File: src/hdl/cbx_pkg.sv
package cbx_pkg;
  typedef enum logic [3:0] {
    ST_FETCH, ST_OPR1, ST_OPR2, ST_EXEC, ST_PUSH_H, ST_PUSH_L,
    ST_POP_L, ST_POP_H, ST_IO_RD, ST_IO_WR, ST_MEM_RD, ST_MEM_WR
  } cbx_st_e;
  typedef enum logic [1:0] {PF_NONE, PF_ED, PF_CB, PF_FD} cbx_pfx_e;
  typedef struct packed {
    cbx_st_e st;
    cbx_pfx_e pfx;
    logic [7:0] op, lo, hi, tmp, wdat, tins;
    logic [15:0] pc, stk, idx2, addr;
    logic [7:0] a, f, b, c, d, e, h, l, ivec, rfsh;
    logic iff1, iff2, nosmp, intk, run, irq1, irq2, ph;
    logic [31:0] tcnt, prdata;
    logic [15:0] icnt;
  } cbx_core_s;
  // Flag positions
  localparam int FL_S = 7;
  localparam int FL_Z = 6;
  localparam int FL_H = 4;
  localparam int FL_PV = 2;
  localparam int FL_N = 1;
  localparam int FL_C = 0;
  // Opcodes
  localparam logic [7:0] OP_PFX_ED = 8'hed;
  localparam logic [7:0] OP_PFX_CB = 8'hcb;
  localparam logic [7:0] OP_PFX_FD = 8'hfd;
  localparam logic [7:0] OP_JP_IDX = 8'he9;
  localparam logic [7:0] OP_DJNZ = 8'h10;
  localparam logic [7:0] OP_JR = 8'h18;
  localparam logic [7:0] OP_CALL = 8'hcd;
  localparam logic [7:0] OP_RET = 8'hc9;
  localparam logic [7:0] OP_IRET = 8'h4d;
  localparam logic [7:0] OP_NRET = 8'h45;
  localparam logic [7:0] OP_DI = 8'hf3;
  localparam logic [7:0] OP_EI = 8'hfb;
  localparam logic [7:0] OP_DECADJ = 8'h27;
  localparam logic [7:0] OP_LDAI = 8'h57;
  localparam logic [7:0] OP_LDAR = 8'h5f;
  localparam logic [7:0] OP_LDI = 8'ha0;
  localparam logic [7:0] OP_CPI = 8'ha1;
  localparam logic [15:0] INT_VEC = 16'h0038;
  // T states per instruction
  localparam logic [7:0] T_BASIC = 8'd4;
  localparam logic [7:0] T_PFX = 8'd8;
  localparam logic [7:0] T_ALU_N = 8'd7;
  localparam logic [7:0] T_LDAI = 8'd9;
  localparam logic [7:0] T_DJNZ_END = 8'd8;
  localparam logic [7:0] T_DJNZ_GO = 8'd13;
  localparam logic [7:0] T_JR_GO = 8'd12;
  localparam logic [7:0] T_JR_SKIP = 8'd7;
  localparam logic [7:0] T_CALL = 8'd17;
  localparam logic [7:0] T_CALL_SKIP = 8'd10;
  localparam logic [7:0] T_RET = 8'd10;
  localparam logic [7:0] T_RET_SKIP = 8'd5;
  localparam logic [7:0] T_IRET = 8'd14;
  localparam logic [7:0] T_RST = 8'd11;
  localparam logic [7:0] T_IN_C = 8'd12;
  localparam logic [7:0] T_BLK = 8'd16;
  localparam logic [7:0] T_BLK_RPT = 8'd21;
  localparam logic [7:0] T_INTACK = 8'd13;
  // Register byte offsets
  localparam logic [7:0] REG_CTRL = 8'h00;
  localparam logic [7:0] REG_STATUS = 8'h04;
  localparam logic [7:0] REG_PC = 8'h08;
  localparam logic [7:0] REG_STACK = 8'h0c;
  localparam logic [7:0] REG_BC = 8'h10;
  localparam logic [7:0] REG_DE = 8'h14;
  localparam logic [7:0] REG_MPTR = 8'h18;
  localparam logic [7:0] REG_IDX2 = 8'h1c;
  localparam logic [7:0] REG_AF = 8'h20;
  localparam logic [7:0] REG_TCNT = 8'h24;
  localparam logic [7:0] REG_ICNT = 8'h28;
endpackage : cbx_pkg

File: src/hdl/cbx_core.sv
// Implementation choices: the APB register port and the placing of the registers.
`timescale 1ns/1ps
module cbx_core (
  input wire logic REF_CLK,
  input wire logic RST,
  input wire logic CE,
  input wire logic PSEL,
  input wire logic PENABLE,
  input wire logic PWRITE,
  input wire logic [7:0] PADDR,
  input wire logic [31:0] PWDATA,
  output logic [31:0] PRDATA,
  output logic PREADY,
  output logic PSLVERR,
  output logic MEM_REQ,
  output logic MEM_IORQ,
  output logic MEM_WR,
  output logic [15:0] MEM_ADDR,
  output logic [7:0] MEM_WDATA,
  input wire logic [7:0] MEM_RDATA,
  input wire logic MEM_ACK,
  input wire logic INT_REQ,
  output logic IE_STATE,
  output logic BUSY
);
  import cbx_pkg::*;

  cbx_core_s s, n;
  logic fin, eidi, ack, mapped;
  logic [7:0] bm1, rv;

  function automatic logic cond(input logic [2:0] cc, input logic [7:0] f);
    logic v;
    case (cc[2:1])
      2'd0: v = f[FL_Z];
      2'd1: v = f[FL_C];
      2'd2: v = f[FL_PV];
      default: v = f[FL_S];
    endcase
    return cc[0] ? v : ~v;
  endfunction : cond

  function automatic logic [1:0] nopr(input cbx_pfx_e p, input logic [7:0] op);
    if (p != PF_NONE) return 2'd0;
    if (op == OP_DJNZ || op == OP_JR || op == 8'h20 || op == 8'h28 || op == 8'h30
        || op == 8'h38) return 2'd1;
    if (op[7:6] == 2'b11 && op[2:0] == 3'b110) return 2'd1;
    if (op == OP_CALL || (op[7:6] == 2'b11 && op[2:0] == 3'b100)) return 2'd2;
    return 2'd0;
  endfunction : nopr

  function automatic logic [15:0] alu8(input logic [2:0] k, input logic [7:0] a, x, fi);
    logic [8:0] r;
    logic [4:0] hr;
    logic [7:0] f;
    f = fi;
    r = {1'b0, a};
    hr = 5'd0;
    case (k)
      3'b000: begin
        r = {1'b0, a} + {1'b0, x};
        hr = {1'b0, a[3:0]} + {1'b0, x[3:0]};
        f[FL_H] = hr[4];
        f[FL_PV] = (a[7] == x[7]) && (r[7] != a[7]);
        f[FL_N] = 1'b0;
        f[FL_C] = r[8];
      end
      3'b010: begin
        r = {1'b0, a} - {1'b0, x};
        hr = {1'b0, a[3:0]} - {1'b0, x[3:0]};
        f[FL_H] = hr[4];
        f[FL_PV] = (a[7] != x[7]) && (r[7] != a[7]);
        f[FL_N] = 1'b1;
        f[FL_C] = r[8];
      end
      3'b100, 3'b101, 3'b110: begin
        r = {1'b0, (k == 3'b100) ? (a & x) : (k == 3'b101) ? (a ^ x) : (a | x)};
        f[FL_H] = (k == 3'b100);
        f[FL_PV] = ~^r[7:0];
        f[FL_N] = 1'b0;
        f[FL_C] = 1'b0;
      end
      default: ;
    endcase
    f[FL_S] = r[7];
    f[FL_Z] = (r[7:0] == 8'h00);
    return {f, r[7:0]};
  endfunction : alu8

  function automatic logic [15:0] dec_adj(input logic [7:0] a, fi);
    logic [7:0] cor, r, f;
    f = fi;
    cor = 8'h00;
    if (f[FL_H] || a[3:0] > 4'd9) cor[3:0] = 4'h6;
    if (f[FL_C] || a > 8'h99) begin
      cor[7:4] = 4'h6;
      f[FL_C] = 1'b1;
    end
    r = f[FL_N] ? a - cor : a + cor;
    f[FL_H] = f[FL_N] ? (f[FL_H] && a[3:0] < 4'd6) : (a[3:0] > 4'd9);
    f[FL_S] = r[7];
    f[FL_Z] = (r == 8'h00);
    f[FL_PV] = ~^r;
    return {f, r};
  endfunction : dec_adj

  assign ack = MEM_REQ && MEM_ACK;
  assign MEM_REQ = (s.st != ST_EXEC) && !(s.st == ST_FETCH && !s.run);
  assign MEM_IORQ = (s.st == ST_IO_RD) || (s.st == ST_IO_WR);
  assign MEM_WR = (s.st inside {ST_PUSH_H, ST_PUSH_L, ST_IO_WR, ST_MEM_WR});
  assign MEM_ADDR = s.addr;
  assign MEM_WDATA = s.wdat;
  assign PRDATA = s.prdata;
  assign PREADY = s.ph;
  assign mapped = (PADDR[1:0] == 2'b00) && (PADDR <= REG_ICNT);
  assign PSLVERR = s.ph && PENABLE && !mapped;
  assign IE_STATE = s.iff1;
  assign BUSY = s.run || (s.st != ST_FETCH);

  always_comb begin
    n = s;
    fin = 1'b0;
    eidi = 1'b0;
    bm1 = s.b - 8'h01;
    rv = 8'h00;
    n.irq1 = INT_REQ;
    n.irq2 = s.irq1;
    // ==================== Instruction sequencing
    case (s.st)
      ST_FETCH: if (ack) begin
        n.pc = s.pc + 16'h0001;
        n.rfsh = {s.rfsh[7], s.rfsh[6:0] + 7'h01};
        n.op = MEM_RDATA;
        if (s.pfx == PF_NONE && MEM_RDATA == OP_PFX_ED) n.pfx = PF_ED;
        else if (s.pfx == PF_NONE && MEM_RDATA == OP_PFX_CB) n.pfx = PF_CB;
        else if (s.pfx == PF_NONE && MEM_RDATA == OP_PFX_FD) n.pfx = PF_FD;
        else n.st = (nopr(s.pfx, MEM_RDATA) != 2'd0) ? ST_OPR1 : ST_EXEC;
      end
      ST_OPR1: if (ack) begin
        n.lo = MEM_RDATA;
        n.pc = s.pc + 16'h0001;
        n.st = (nopr(s.pfx, s.op) == 2'd2) ? ST_OPR2 : ST_EXEC;
      end
      ST_OPR2: if (ack) begin
        n.hi = MEM_RDATA;
        n.pc = s.pc + 16'h0001;
        n.st = ST_EXEC;
      end
      ST_EXEC: begin
        fin = 1'b1;
        n.tins = (s.pfx == PF_NONE) ? T_BASIC : T_PFX;
        case (s.pfx)
          PF_NONE: begin
            if (s.op == OP_DI || s.op == OP_EI) begin
              n.iff1 = (s.op == OP_EI);
              n.iff2 = (s.op == OP_EI);
              eidi = 1'b1;
            end else if (s.op == OP_DECADJ) begin
              {n.f, n.a} = dec_adj(s.a, s.f);
            end else if (s.op == OP_DJNZ) begin
              n.b = bm1;
              n.tins = (bm1 == 8'h00) ? T_DJNZ_END : T_DJNZ_GO;
              if (bm1 != 8'h00) n.pc = s.pc + {{8{s.lo[7]}}, s.lo};
            end else if (s.op == OP_JR || s.op == 8'h20 || s.op == 8'h28 || s.op == 8'h30
                         || s.op == 8'h38) begin
              if (s.op == OP_JR || cond({1'b0, s.op[4:3]}, s.f)) begin
                n.pc = s.pc + {{8{s.lo[7]}}, s.lo};
                n.tins = T_JR_GO;
              end else n.tins = T_JR_SKIP;
            end else if (s.op == OP_CALL || (s.op[7:6] == 2'b11 && s.op[2:0] == 3'b100)) begin
              if (s.op == OP_CALL || cond(s.op[5:3], s.f)) begin
                fin = 1'b0;
                n.st = ST_PUSH_H;
                n.tins = T_CALL;
              end else n.tins = T_CALL_SKIP;
            end else if (s.op == OP_RET || (s.op[7:6] == 2'b11 && s.op[2:0] == 3'b000)) begin
              if (s.op == OP_RET || cond(s.op[5:3], s.f)) begin
                fin = 1'b0;
                n.st = ST_POP_L;
                n.tins = T_RET;
              end else n.tins = T_RET_SKIP;
            end else if (s.op[7:6] == 2'b11 && s.op[2:0] == 3'b111) begin
              fin = 1'b0;
              n.hi = 8'h00;
              n.lo = {2'b00, s.op[5:3], 3'b000};
              n.st = ST_PUSH_H;
              n.tins = T_RST;
            end else if (s.op[7:6] == 2'b11 && s.op[2:0] == 3'b110) begin
              {n.f, n.a} = alu8(s.op[5:3], s.a, s.lo, s.f);
              n.tins = T_ALU_N;
            end
          end
          PF_ED: begin
            if (s.op == OP_IRET || s.op == OP_NRET) begin
              fin = 1'b0;
              if (s.op == OP_NRET) n.iff1 = s.iff2;
              n.st = ST_POP_L;
              n.tins = T_IRET;
            end else if (s.op == OP_LDAI || s.op == OP_LDAR) begin
              rv = (s.op == OP_LDAI) ? s.ivec : s.rfsh;
              n.a = rv;
              n.f[FL_S] = rv[7];
              n.f[FL_Z] = (rv == 8'h00);
              n.f[FL_PV] = s.iff2;
              n.f[FL_H] = 1'b0;
              n.f[FL_N] = 1'b0;
              n.tins = T_LDAI;
            end else if (s.op[7:6] == 2'b01 && s.op[2:0] == 3'b000) begin
              fin = 1'b0;
              n.st = ST_IO_RD;
              n.tins = T_IN_C;
            end else if (s.op[7:5] == 3'b101 && s.op[2:1] == 2'b01) begin
              fin = 1'b0;
              n.st = s.op[0] ? ST_MEM_RD : ST_IO_RD;
              n.tins = T_BLK;
            end else if (s.op == OP_LDI || s.op == OP_CPI) begin
              fin = 1'b0;
              n.st = ST_MEM_RD;
              n.tins = T_BLK;
            end
          end
          PF_CB: if (s.op[7:6] == 2'b01 && s.op[2:0] != 3'b110) begin
            case (s.op[2:0])
              3'd0: rv = s.b;
              3'd1: rv = s.c;
              3'd2: rv = s.d;
              3'd3: rv = s.e;
              3'd4: rv = s.h;
              3'd5: rv = s.l;
              default: rv = s.a;
            endcase
            n.f[FL_Z] = ~rv[s.op[5:3]];
            n.f[FL_H] = 1'b1;
            n.f[FL_N] = 1'b0;
          end
          default: if (s.op == OP_JP_IDX) n.pc = s.idx2;
        endcase
      end
      ST_PUSH_H: if (ack) begin
        n.stk = s.stk - 16'h0001;
        n.st = ST_PUSH_L;
      end
      ST_PUSH_L: if (ack) begin
        n.stk = s.stk - 16'h0001;
        n.pc = {s.hi, s.lo};
        fin = 1'b1;
      end
      ST_POP_L: if (ack) begin
        n.lo = MEM_RDATA;
        n.stk = s.stk + 16'h0001;
        n.st = ST_POP_H;
      end
      ST_POP_H: if (ack) begin
        n.pc = {MEM_RDATA, s.lo};
        n.stk = s.stk + 16'h0001;
        fin = 1'b1;
      end
      ST_IO_RD: if (ack) begin
        n.tmp = MEM_RDATA;
        if (s.op[7:6] == 2'b01) begin
          case (s.op[5:3])
            3'd0: n.b = MEM_RDATA;
            3'd1: n.c = MEM_RDATA;
            3'd2: n.d = MEM_RDATA;
            3'd3: n.e = MEM_RDATA;
            3'd4: n.h = MEM_RDATA;
            3'd5: n.l = MEM_RDATA;
            3'd7: n.a = MEM_RDATA;
            default: ;
          endcase
          n.f[FL_S] = MEM_RDATA[7];
          n.f[FL_Z] = (MEM_RDATA == 8'h00);
          n.f[FL_PV] = ~^MEM_RDATA;
          n.f[FL_H] = 1'b0;
          n.f[FL_N] = 1'b0;
          fin = 1'b1;
        end else n.st = ST_MEM_WR;
      end
      ST_MEM_RD: if (ack) begin
        n.tmp = MEM_RDATA;
        if (s.op == OP_CPI) begin
          {n.h, n.l} = {s.h, s.l} + 16'h0001;
          {n.b, n.c} = {s.b, s.c} - 16'h0001;
          n.f[FL_Z] = (s.a == MEM_RDATA);
          n.f[FL_N] = 1'b1;
          n.f[FL_PV] = ({s.b, s.c} != 16'h0001);
          fin = 1'b1;
        end else n.st = (s.op == OP_LDI) ? ST_MEM_WR : ST_IO_WR;
      end
      ST_MEM_WR, ST_IO_WR: if (ack) begin
        fin = 1'b1;
        if (s.op == OP_LDI) begin
          {n.h, n.l} = {s.h, s.l} + 16'h0001;
          {n.d, n.e} = {s.d, s.e} + 16'h0001;
          {n.b, n.c} = {s.b, s.c} - 16'h0001;
          n.f[FL_PV] = ({s.b, s.c} != 16'h0001);
          n.f[FL_H] = 1'b0;
          n.f[FL_N] = 1'b0;
        end else begin
          n.b = bm1;
          {n.h, n.l} = s.op[3] ? {s.h, s.l} - 16'h0001 : {s.h, s.l} + 16'h0001;
          n.f[FL_Z] = (bm1 == 8'h00);
          n.f[FL_N] = 1'b1;
          if (s.op[4] && bm1 != 8'h00) begin
            n.pc = s.pc - 16'h0002;
            n.tins = T_BLK_RPT;
          end
        end
      end
      default: n.st = ST_FETCH;
    endcase
    // ==================== Completion and interrupt sampling
    if (fin) begin
      n.tcnt = s.tcnt + {24'h000000, n.tins};
      n.icnt = s.icnt + 16'h0001;
      n.pfx = PF_NONE;
      n.st = ST_FETCH;
      n.intk = 1'b0;
      n.nosmp = eidi;
      if (s.irq2 && n.iff1 && !eidi) begin
        n.intk = 1'b1;
        n.iff1 = 1'b0;
        n.iff2 = 1'b0;
        {n.hi, n.lo} = INT_VEC;
        n.tins = T_INTACK;
        n.st = ST_PUSH_H;
      end
    end
    // ==================== Bus address and write data
    case (n.st)
      ST_FETCH, ST_OPR1, ST_OPR2: n.addr = n.pc;
      ST_PUSH_H: begin
        n.addr = n.stk - 16'h0001;
        n.wdat = n.pc[15:8];
      end
      ST_PUSH_L: begin
        n.addr = n.stk - 16'h0001;
        n.wdat = n.pc[7:0];
      end
      ST_POP_L, ST_POP_H: n.addr = n.stk;
      ST_IO_RD, ST_IO_WR: begin
        n.addr = {n.b, n.c};
        n.wdat = n.tmp;
      end
      ST_MEM_RD: n.addr = {n.h, n.l};
      ST_MEM_WR: begin
        n.addr = (n.op == OP_LDI && n.pfx == PF_ED) ? {n.d, n.e} : {n.h, n.l};
        n.wdat = n.tmp;
      end
      default: ;
    endcase
    // ==================== APB slave, zero wait after setup capture
    if (PSEL && !s.ph) begin
      n.ph = 1'b1;
      case (PADDR)
        REG_CTRL: n.prdata = {31'h0, s.run};
        REG_STATUS: n.prdata = {22'h0, s.st, s.pfx, s.intk, s.nosmp, s.iff2, s.iff1};
        REG_PC: n.prdata = {16'h0, s.pc};
        REG_STACK: n.prdata = {16'h0, s.stk};
        REG_BC: n.prdata = {16'h0, s.b, s.c};
        REG_DE: n.prdata = {16'h0, s.d, s.e};
        REG_MPTR: n.prdata = {16'h0, s.h, s.l};
        REG_IDX2: n.prdata = {16'h0, s.idx2};
        REG_AF: n.prdata = {16'h0, s.a, s.f};
        REG_TCNT: n.prdata = s.tcnt;
        REG_ICNT: n.prdata = {16'h0, s.icnt};
        default: n.prdata = 32'h0;
      endcase
    end
    if (PSEL && PENABLE && s.ph) begin
      n.ph = 1'b0;
      if (PWRITE) begin
        case (PADDR)
          REG_CTRL: n.run = PWDATA[0];
          REG_PC: n.pc = PWDATA[15:0];
          REG_STACK: n.stk = PWDATA[15:0];
          REG_BC: {n.b, n.c} = PWDATA[15:0];
          REG_DE: {n.d, n.e} = PWDATA[15:0];
          REG_MPTR: {n.h, n.l} = PWDATA[15:0];
          REG_IDX2: n.idx2 = PWDATA[15:0];
          REG_AF: {n.a, n.f} = PWDATA[15:0];
          REG_TCNT: n.tcnt = PWDATA;
          REG_ICNT: n.icnt = PWDATA[15:0];
          default: ;
        endcase
        if (PADDR == REG_PC && n.st == ST_FETCH) n.addr = PWDATA[15:0];
      end
    end
  end

  always_ff @(posedge REF_CLK) begin
    if (RST) s <= '0;
    else if (CE) s <= n;
  end
endmodule : cbx_core

File: config.mk
export PLATFORM = sky130hd
export DESIGN_NAME = cbx_core
export DESIGN_NICKNAME = d
export VERILOG_FILES = /design/src/hdl/cbx_pkg.sv /design/src/hdl/cbx_core.sv
export SDC_FILE = /design/constraint.sdc
export NUM_CORES = 2
export LEC_CHECK = 0
export ABC_AREA = 1
export BUFFER_PORTS_ARGS = -buffer_cell sky130_fd_sc_hd__buf_2
export CAP_MARGIN = 0
export CORE_MARGIN = 2
export CORE_UTILIZATION = 40
export DETAILED_ROUTE_END_ITERATION = 6
export HOLD_SLACK_MARGIN = 0.1
export PLACE_DENSITY = 0.54
export SLEW_MARGIN = 40
export SYNTH_ARGS = -nofsm -noshare
export SYNTH_HDL_FRONTEND = slang
export SYNTH_SLANG_ARGS = --single-unit
File: constraint.sdc
create_clock -name REF_CLK -period 10.51 [get_ports REF_CLK]
set_input_delay 1.051 -clock REF_CLK [delete_from_list [all_inputs] [get_ports REF_CLK]]
set_output_delay 1.051 -clock REF_CLK [all_outputs]
set_load 0.02 [all_outputs]
; ---- Word level (Yosys, flattened, before mapping)
; Index checks and enable logic that the tools add are counted.
[word_totals]
reg_bits = 277
latch_bits = 0
ramBits = 0
romBits = 0
input_bits = 56
out_inout_bits = 63
elab_cells = 616
memories = 0
[op_classes]
n_addsub = 20
mul = 0
div_mod_pow = 0
n_lt_le_gt_ge = 5
eq_ne = 95
shift = 0
muxes = 352
bitwise_logic = 8
reduce_logical = 104
[op_table]
columns = op, count
row1 = $mux 16, 43
row2 = $pmux 32 s11, 1
row3 = $mux 8, 35
row4 = $mux 128, 2
row5 = $mux 24, 10
row6 = $mux 32, 5
row7 = $mux 4, 39
row8 = $mux 48, 3
row9 = $mux 1, 122
row10 = $eq 8x6->1 const B, 12
row11 = $eq 8x8->1 const B, 12
row12 = $pmux 16 s6, 1
row13 = $add 16x1->16 const B, 5
row14 = $pmux 16 s5, 1
row15 = $mux 2, 38
row16 = $pmux 8 s3, 3
row17 = $eq 8x5->1 const B, 8
row18 = $pmux 16 s2, 2
row19 = $pmux 16 s4, 1
row20 = $pmux 8 s2, 4
row21 = $sub 16x1->16 const B, 4
row22 = $mux 10, 5
row23 = $logic_not 8->1, 6
row24 = $pmux 16 s3, 1
row25 = other kinds (73), 221

; ---- Longest topological paths before layout
[logic_depth]
word_depth = 52
ltp_mapped = 36

; ---- Worst setup path after synthesis
; OpenSTA, ideal clock, no wires.
[synth_path]
kind = register -> register
startpoint = reg s[144] (netlist bit)
endpoint = reg s[74] (netlist bit)
setup_time_ns = 0.132
t_arrival_ns = 4.461
required_ns = 10.378
setup_slack_ns = 5.917
stages_incl_launch_ff = 34
path_buffers = 2
path_cell_list = dfxtp_1 -> inv_1 -> clkbuf_1 -> ha_1 -> clkbuf_1 -> xor2_1 -> inv_1 -> nand3_1 -> nor2_1 -> nand2_1 -> nand2_1 -> nor2_2 -> nand2_1 -> nand2_1 -> o21ai_0 -> inv_1 -> ha_1 -> inv_1 -> fa_1 -> inv_1 -> nand3_1 -> nand2_1 -> a21o_1 -> a21oi_1 -> o21ai_0 -> inv_1 -> nor3_1 -> nand2_1 -> inv_1 -> nand3_1 -> nor3_1 -> xor2_1 -> o21ai_0 -> a21oi_1
[synth_between]
elab_chain_cells = 13
[synth_lines]
columns = element, line_no
row1 = "start, declared", cbx_core.sv:28  ; cbx_core_s s, n;
row2 = "start signal, assigned", cbx_core.sv:393  ; else if (CE) s <= n;
row3 = $sub 8x1->8 *, cbx_core.sv:124  ; bm1 = s.b - 8'h01;
row4 = $logic_not 8->1, cbx_core.sv:162  ; n.tins = (bm1 == 8'h00) ? T_DJNZ_END : T_DJNZ_GO;
row5 = $mux 3, cbx_core.sv:162
row6 = $mux 24, cbx_core.sv:160  ; end else if (s.op == OP_DJNZ) begin
row7 = $mux 24, cbx_core.sv:158  ; end else if (s.op == OP_DECADJ) begin
row8 = $mux 24, cbx_core.sv:154  ; if (s.op == OP_DI || s.op == OP_EI) begin
row9 = $pmux 8 s2, cbx_core.sv:152  ; case (s.pfx)
row10 = $pmux 8 s2 *, cbx_core.sv:129  ; case (s.st)
row11 = $add 32x8->32 *, cbx_core.sv:314  ; n.tcnt = s.tcnt + {24'h000000, n.tins};
row12 = $mux 32 *, cbx_core.sv:313  ; if (fin) begin
row13 = $mux 32, cbx_core.sv:373  ; case (PADDR)
row14 = $mux 32, cbx_core.sv:372  ; if (PWRITE) begin
row15 = $mux 33 *, cbx_core.sv:370  ; if (PSEL && PENABLE && s.ph) begin
; Every way passes the cells marked *; elsewhere a longest branch is shown, timed or not.
; A chain may end at the register's enable or synchronous reset.

; ---- Worst setup path in the final report
[layout_path]
startpoint = reg s[282] (netlist bit)
endpoint = reg s[74] (netlist bit)
[layout_between]
elab_chain_cells = 12
[layout_lines]
columns = element, line_no
row1 = $logic_not 4->1, cbx_core.sv:108  ; assign MEM_REQ = (s.st != ST_EXEC) && !(s.st == ST_FETCH && !s.run);
row2 = $logic_and 1x1->1, cbx_core.sv:108
row3 = $logic_not 1->1, cbx_core.sv:108
row4 = $logic_and 1x1->1, cbx_core.sv:108
row5 = $logic_and 1x1->1, cbx_core.sv:107  ; assign ack = MEM_REQ && MEM_ACK;
row6 = $mux 24, cbx_core.sv:290  ; ST_MEM_WR, ST_IO_WR: if (ack) begin
row7 = $pmux 8 s2, cbx_core.sv:129
row8 = $add 32x8->32, cbx_core.sv:314
row9 = $mux 32 *, cbx_core.sv:313
row10 = $mux 32, cbx_core.sv:373
row11 = $mux 32, cbx_core.sv:372
row12 = $mux 33 *, cbx_core.sv:370
; Marked as above.

==> impl_metrics.json <==
{
  "placed_area_sq_um": 28700,
  "crit_required_ns": 10.97,
  "crit_family": "simple AND/OR/NAND/NOR gates",
  "rr_startpoint": "s[282]",
  "crit_arrival_ns": 6.64,
  "core_sq_um": 68800,
  "port_buffers": 118,
  "via_per_inst": 6.18,
  "synth_edf_count": 0,
  "drtIter0Drc": 4983,
  "internal-power_uw": 2210,
  "avgSynthCellArea_sq_um": 5.85,
  "path_buf_inv": 7,
  "die_w_um": 268,
  "rsz0062_at_grt": "no",
  "fp-row-count": 96,
  "crit_path_start": "s[282]",
  "cts_sinks": 277,
  "leakagePower_uw": 0.0126,
  "comb_power_share_pct": 28.0,
  "synth_cells": 4766,
  "cts_setup_buffers": 0,
  "grt_use_total_pct": 43.3,
  "finish.net_count": 4843,
  "dpl.hpwl_um": 122000,
  "ys_seq_elements": 277,
  "synth_cell_type_count": 61,
  "synth_top_area_cell": "dfxtp_1",
  "htreeDepth": 2,
  "dieArea_sq_um": 71800,
  "fmax_mhz": 162,
  "io_pins": 119,
  "numCtsBuffers": 39,
  "cp_common_cell": "inv_1",
  "clk_pin_slew_worst_paths_ns": 0.06,
  "finish.instance_area_sq_um": 30100,
  "drc": 0,
  "preCtsSetupSlack_ns": 4.52,
  "clockBufferDepth": 3,
  "antenna_found_initial": 9,
  "p_switching_uw": 1410,
  "tritoncts": "built",
  "wl_um": 160000,
  "utilization_pct": 43.8,
  "setup_violations": 0,
  "hp-class": "reg -> reg",
  "synth_nets": 4922,
  "tns_ns": 0,
  "grt_pass1_wl_um": 225000,
  "cp_slowest_cell": "nor2_2",
  "peakVddDrop_mv": 0.110,
  "fin_crit_ns": 6.18,
  "syn_area_sq_um": 27900,
  "ys_seq_area_share_pct": 19.9,
  "start_kind": "register",
  "max_stage_delay_ns": 0.81,
  "power_frac_clock_pct": 40.4,
  "grt_pass1_vias": 31100,
  "timing.final.ws_setup_ns": 4.33,
  "slew_violations": 0,
  "fillers": 7758,
  "root_buffer": "clkbuf_16",
  "finalCritPeriodShare_pct": 58.8,
  "grt-ovfl-total": 0,
  "wl_per_cell_um": 28.4,
  "regArea_sq_um": 5550,
  "maxCapViolCount": 0,
  "initial_core_util_pct": 40.5,
  "crit_fanout": 46,
  "die_height_um": 268,
  "syn2layout_area_growth_pct": 8.04,
  "switching_share_pct": 39.0,
  "finalWeightedCongestion": 1.08,
  "hp-start": "PRDATA[29]",
  "drt_pass1_iterations": 6,
  "synthTopCellsByArea": "dfxtp_1 (20%), nand2_1 (15%), a21oi_1 (9.1%)",
  "synth_top_cell_area_share_pct": 19.9,
  "status": "finished, final reports clean",
  "p_per_area_nw_per_um2": 120,
  "tightest_slew_ns": 1.02,
  "drive_above_1_share_pct": 7.59,
  "multi_input_area_sq_um": 19100,
  "vias": 34900,
  "drtAntennaViolNets": 0,
  "cts-resized-gates": 0,
  "async_flop_share_pct": 0,
  "grt_max_degree": 157,
  "slew_headroom_pct": 32.1,
  "endpoint_kind": "register",
  "clk_latency_ns": 0.60,
  "seqPwrFrac_pct": 31.6,
  "fin_worst_skew_ns": 0.0322,
  "yosysWarningCount": 0,
  "ys.flop_type": "dfxtp_1",
  "hold_viol_final": 0,
  "path_class": "reg -> reg",
  "cts_hold_buf": 0
}
[power groups by stage]
| stage | registers, uW | clock network [uW] | logic (uW) |
|---|---|---|---|
| final | 1150 | 1460 | 1010 |
| after global routing | 1150 | 1510 | 1070 |
| after CTS | 1140 | 1470 | 968 |
| after detailed placement | 1160 | 0 | 964 |
| after global placement | 1170 | 0 | 969 |
| after floorplan | 1130 | 0 | 640 |
[worst paths after layout]
| kind | cells after the start | endpoint | slack (ns) |
|---|---|---|---|
| worst max-delay path | 28 | s[74] | 4.33 |
| worst min-delay path | 2 | PRDATA[29] | 0.46 |
| worst max register to register | 28 | s[74] | 4.33 |
| worst min register to register | 2 | PRDATA[29] | 0.46 |
[sequential cells by signal, summed over array words and instances (netlist names)]
signal and cells:
n 1, PREADY 1, PRDATA 32, IE_STATE 1, MEM_WDATA 8, MEM_ADDR 16
s 218
[cell type report]
type	instances	share of cell area [%]
inverters	506	6.32
repair buffers	179	3.56
flip-flops and latches	277	18.4
diodes	6	0.0498
well taps	931	3.87
clock buffers	50	3.58
clock inverters	19	0.897
multi-input cells	3684	63.3
[synthesized netlist by cell type (6+ instances only)]
cell type,count
o2111ai_1,27
nor2_1,430
nand3_1,296
o22ai_1,102
nand3_2,6
xnor2_1,22
a31oi_1,17
inv_2,23
o21ai_0,444
nand2_1,1132
clkbuf_1,195
o221ai_1,18
nor2_2,20
buf_4,67
nand2_2,18
nor4_1,12
dfxtp_1,277
a221oi_1,31
o21bai_1,14
buf_1,8
o211ai_1,105
or2_2,11
a211oi_1,21
inv_1,463
a22oi_1,21
ha_1,96
clkinv_1,20
nand3b_1,12
o31ai_1,15
buf_2,26
xor2_1,98
o21ai_1,8
nand4_1,52
nor3_1,94
a21oi_1,509
[through the flow]
step | hold WS, ns | cells | power, uW
after floorplan | 0.425 | 4766 | 1770
after global placement | 0.452 | 5577 | 2130
after detailed placement | 0.453 | 5577 | 2130
after CTS | 0.462 | 5646 | 3580
after global routing | 0.482 | 5647 | 3730
final | 0.461 | 5652 | 3620
[cells by family (layout without fill, tap and decap cells)]
kind of cell / after synthesis / count (layout) / share of synthesized area [%]
AO/OA/AOI/OAI: 1357 / 1357 / 27.8
buffers and inverters: 805 / 754 / 11.9
XOR/XNOR: 120 / 120 / 3.77
flip-flops: 277 / 277 / 19.9
adder cells (fa/ha/maj): 100 / 100 / 4.60
other: 0 / 6 / 0
AND/OR/NAND/NOR: 2107 / 2107 / 32.0
[worst reg2reg max path: cells and delay by family (launching register included)]
kind                     cells  cell delay [ns]
AND/OR/NAND/NOR             12             3.24
buffers and inverters        7             0.91
AO/OA/AOI/OAI                6             0.78
adder cells (fa/ha/maj)      2             0.55
flip-flops                   1             0.48
XOR/XNOR                     1             0.09
[metal layers]
metal / track usage, % / share of wire (%) / wire, um / up-vias
li1: - / - / - / 15900
met1: 57.9 / 41 / 66100 / 16300
met2: 62.1 / 41 / 65600 / 2162
met3: 9.95 / 11 / 17000 / 491
met4: 28.1 / 7.3 / 11700 / 10
met5: 0 / 0.042 / 68 / -
[cell usage in the layout, fill, tap and decap left out, types with 10 or more instances in the layout]
master / netlist / final
dfxtp_1: 277 / 277
o21ai_0: 444 / 442
o31ai_1: 15 / 14
clkinv_1: 20 / 20
a221oi_1: 31 / 31
ha_1: 96 / 96
o221ai_1: 18 / 18
nor3_1: 94 / 93
nor2_2: 20 / 30
a22oi_1: 21 / 21
a21oi_1: 509 / 509
or2_2: 11 / 11
nand3_1: 296 / 296
buf_2: 26 / 116
nor4_1: 12 / 11
a211oi_1: 21 / 21
a31oi_1: 17 / 17
nand2_1: 1132 / 1131
o211ai_1: 105 / 105
nor2_1: 430 / 419
o21bai_1: 14 / 14
xnor2_1: 22 / 22
clkbuf_16: 0 / 39
o22ai_1: 102 / 102
nand3b_1: 12 / 12
inv_1: 463 / 458
o2111ai_1: 27 / 27
nand4_1: 52 / 52
buf_4: 67 / 60
xor2_1: 98 / 98
nand2_2: 18 / 19
o21ai_1: 8 / 10
inv_2: 23 / 27
No activity file was read; power rests on OpenSTA's default activity.
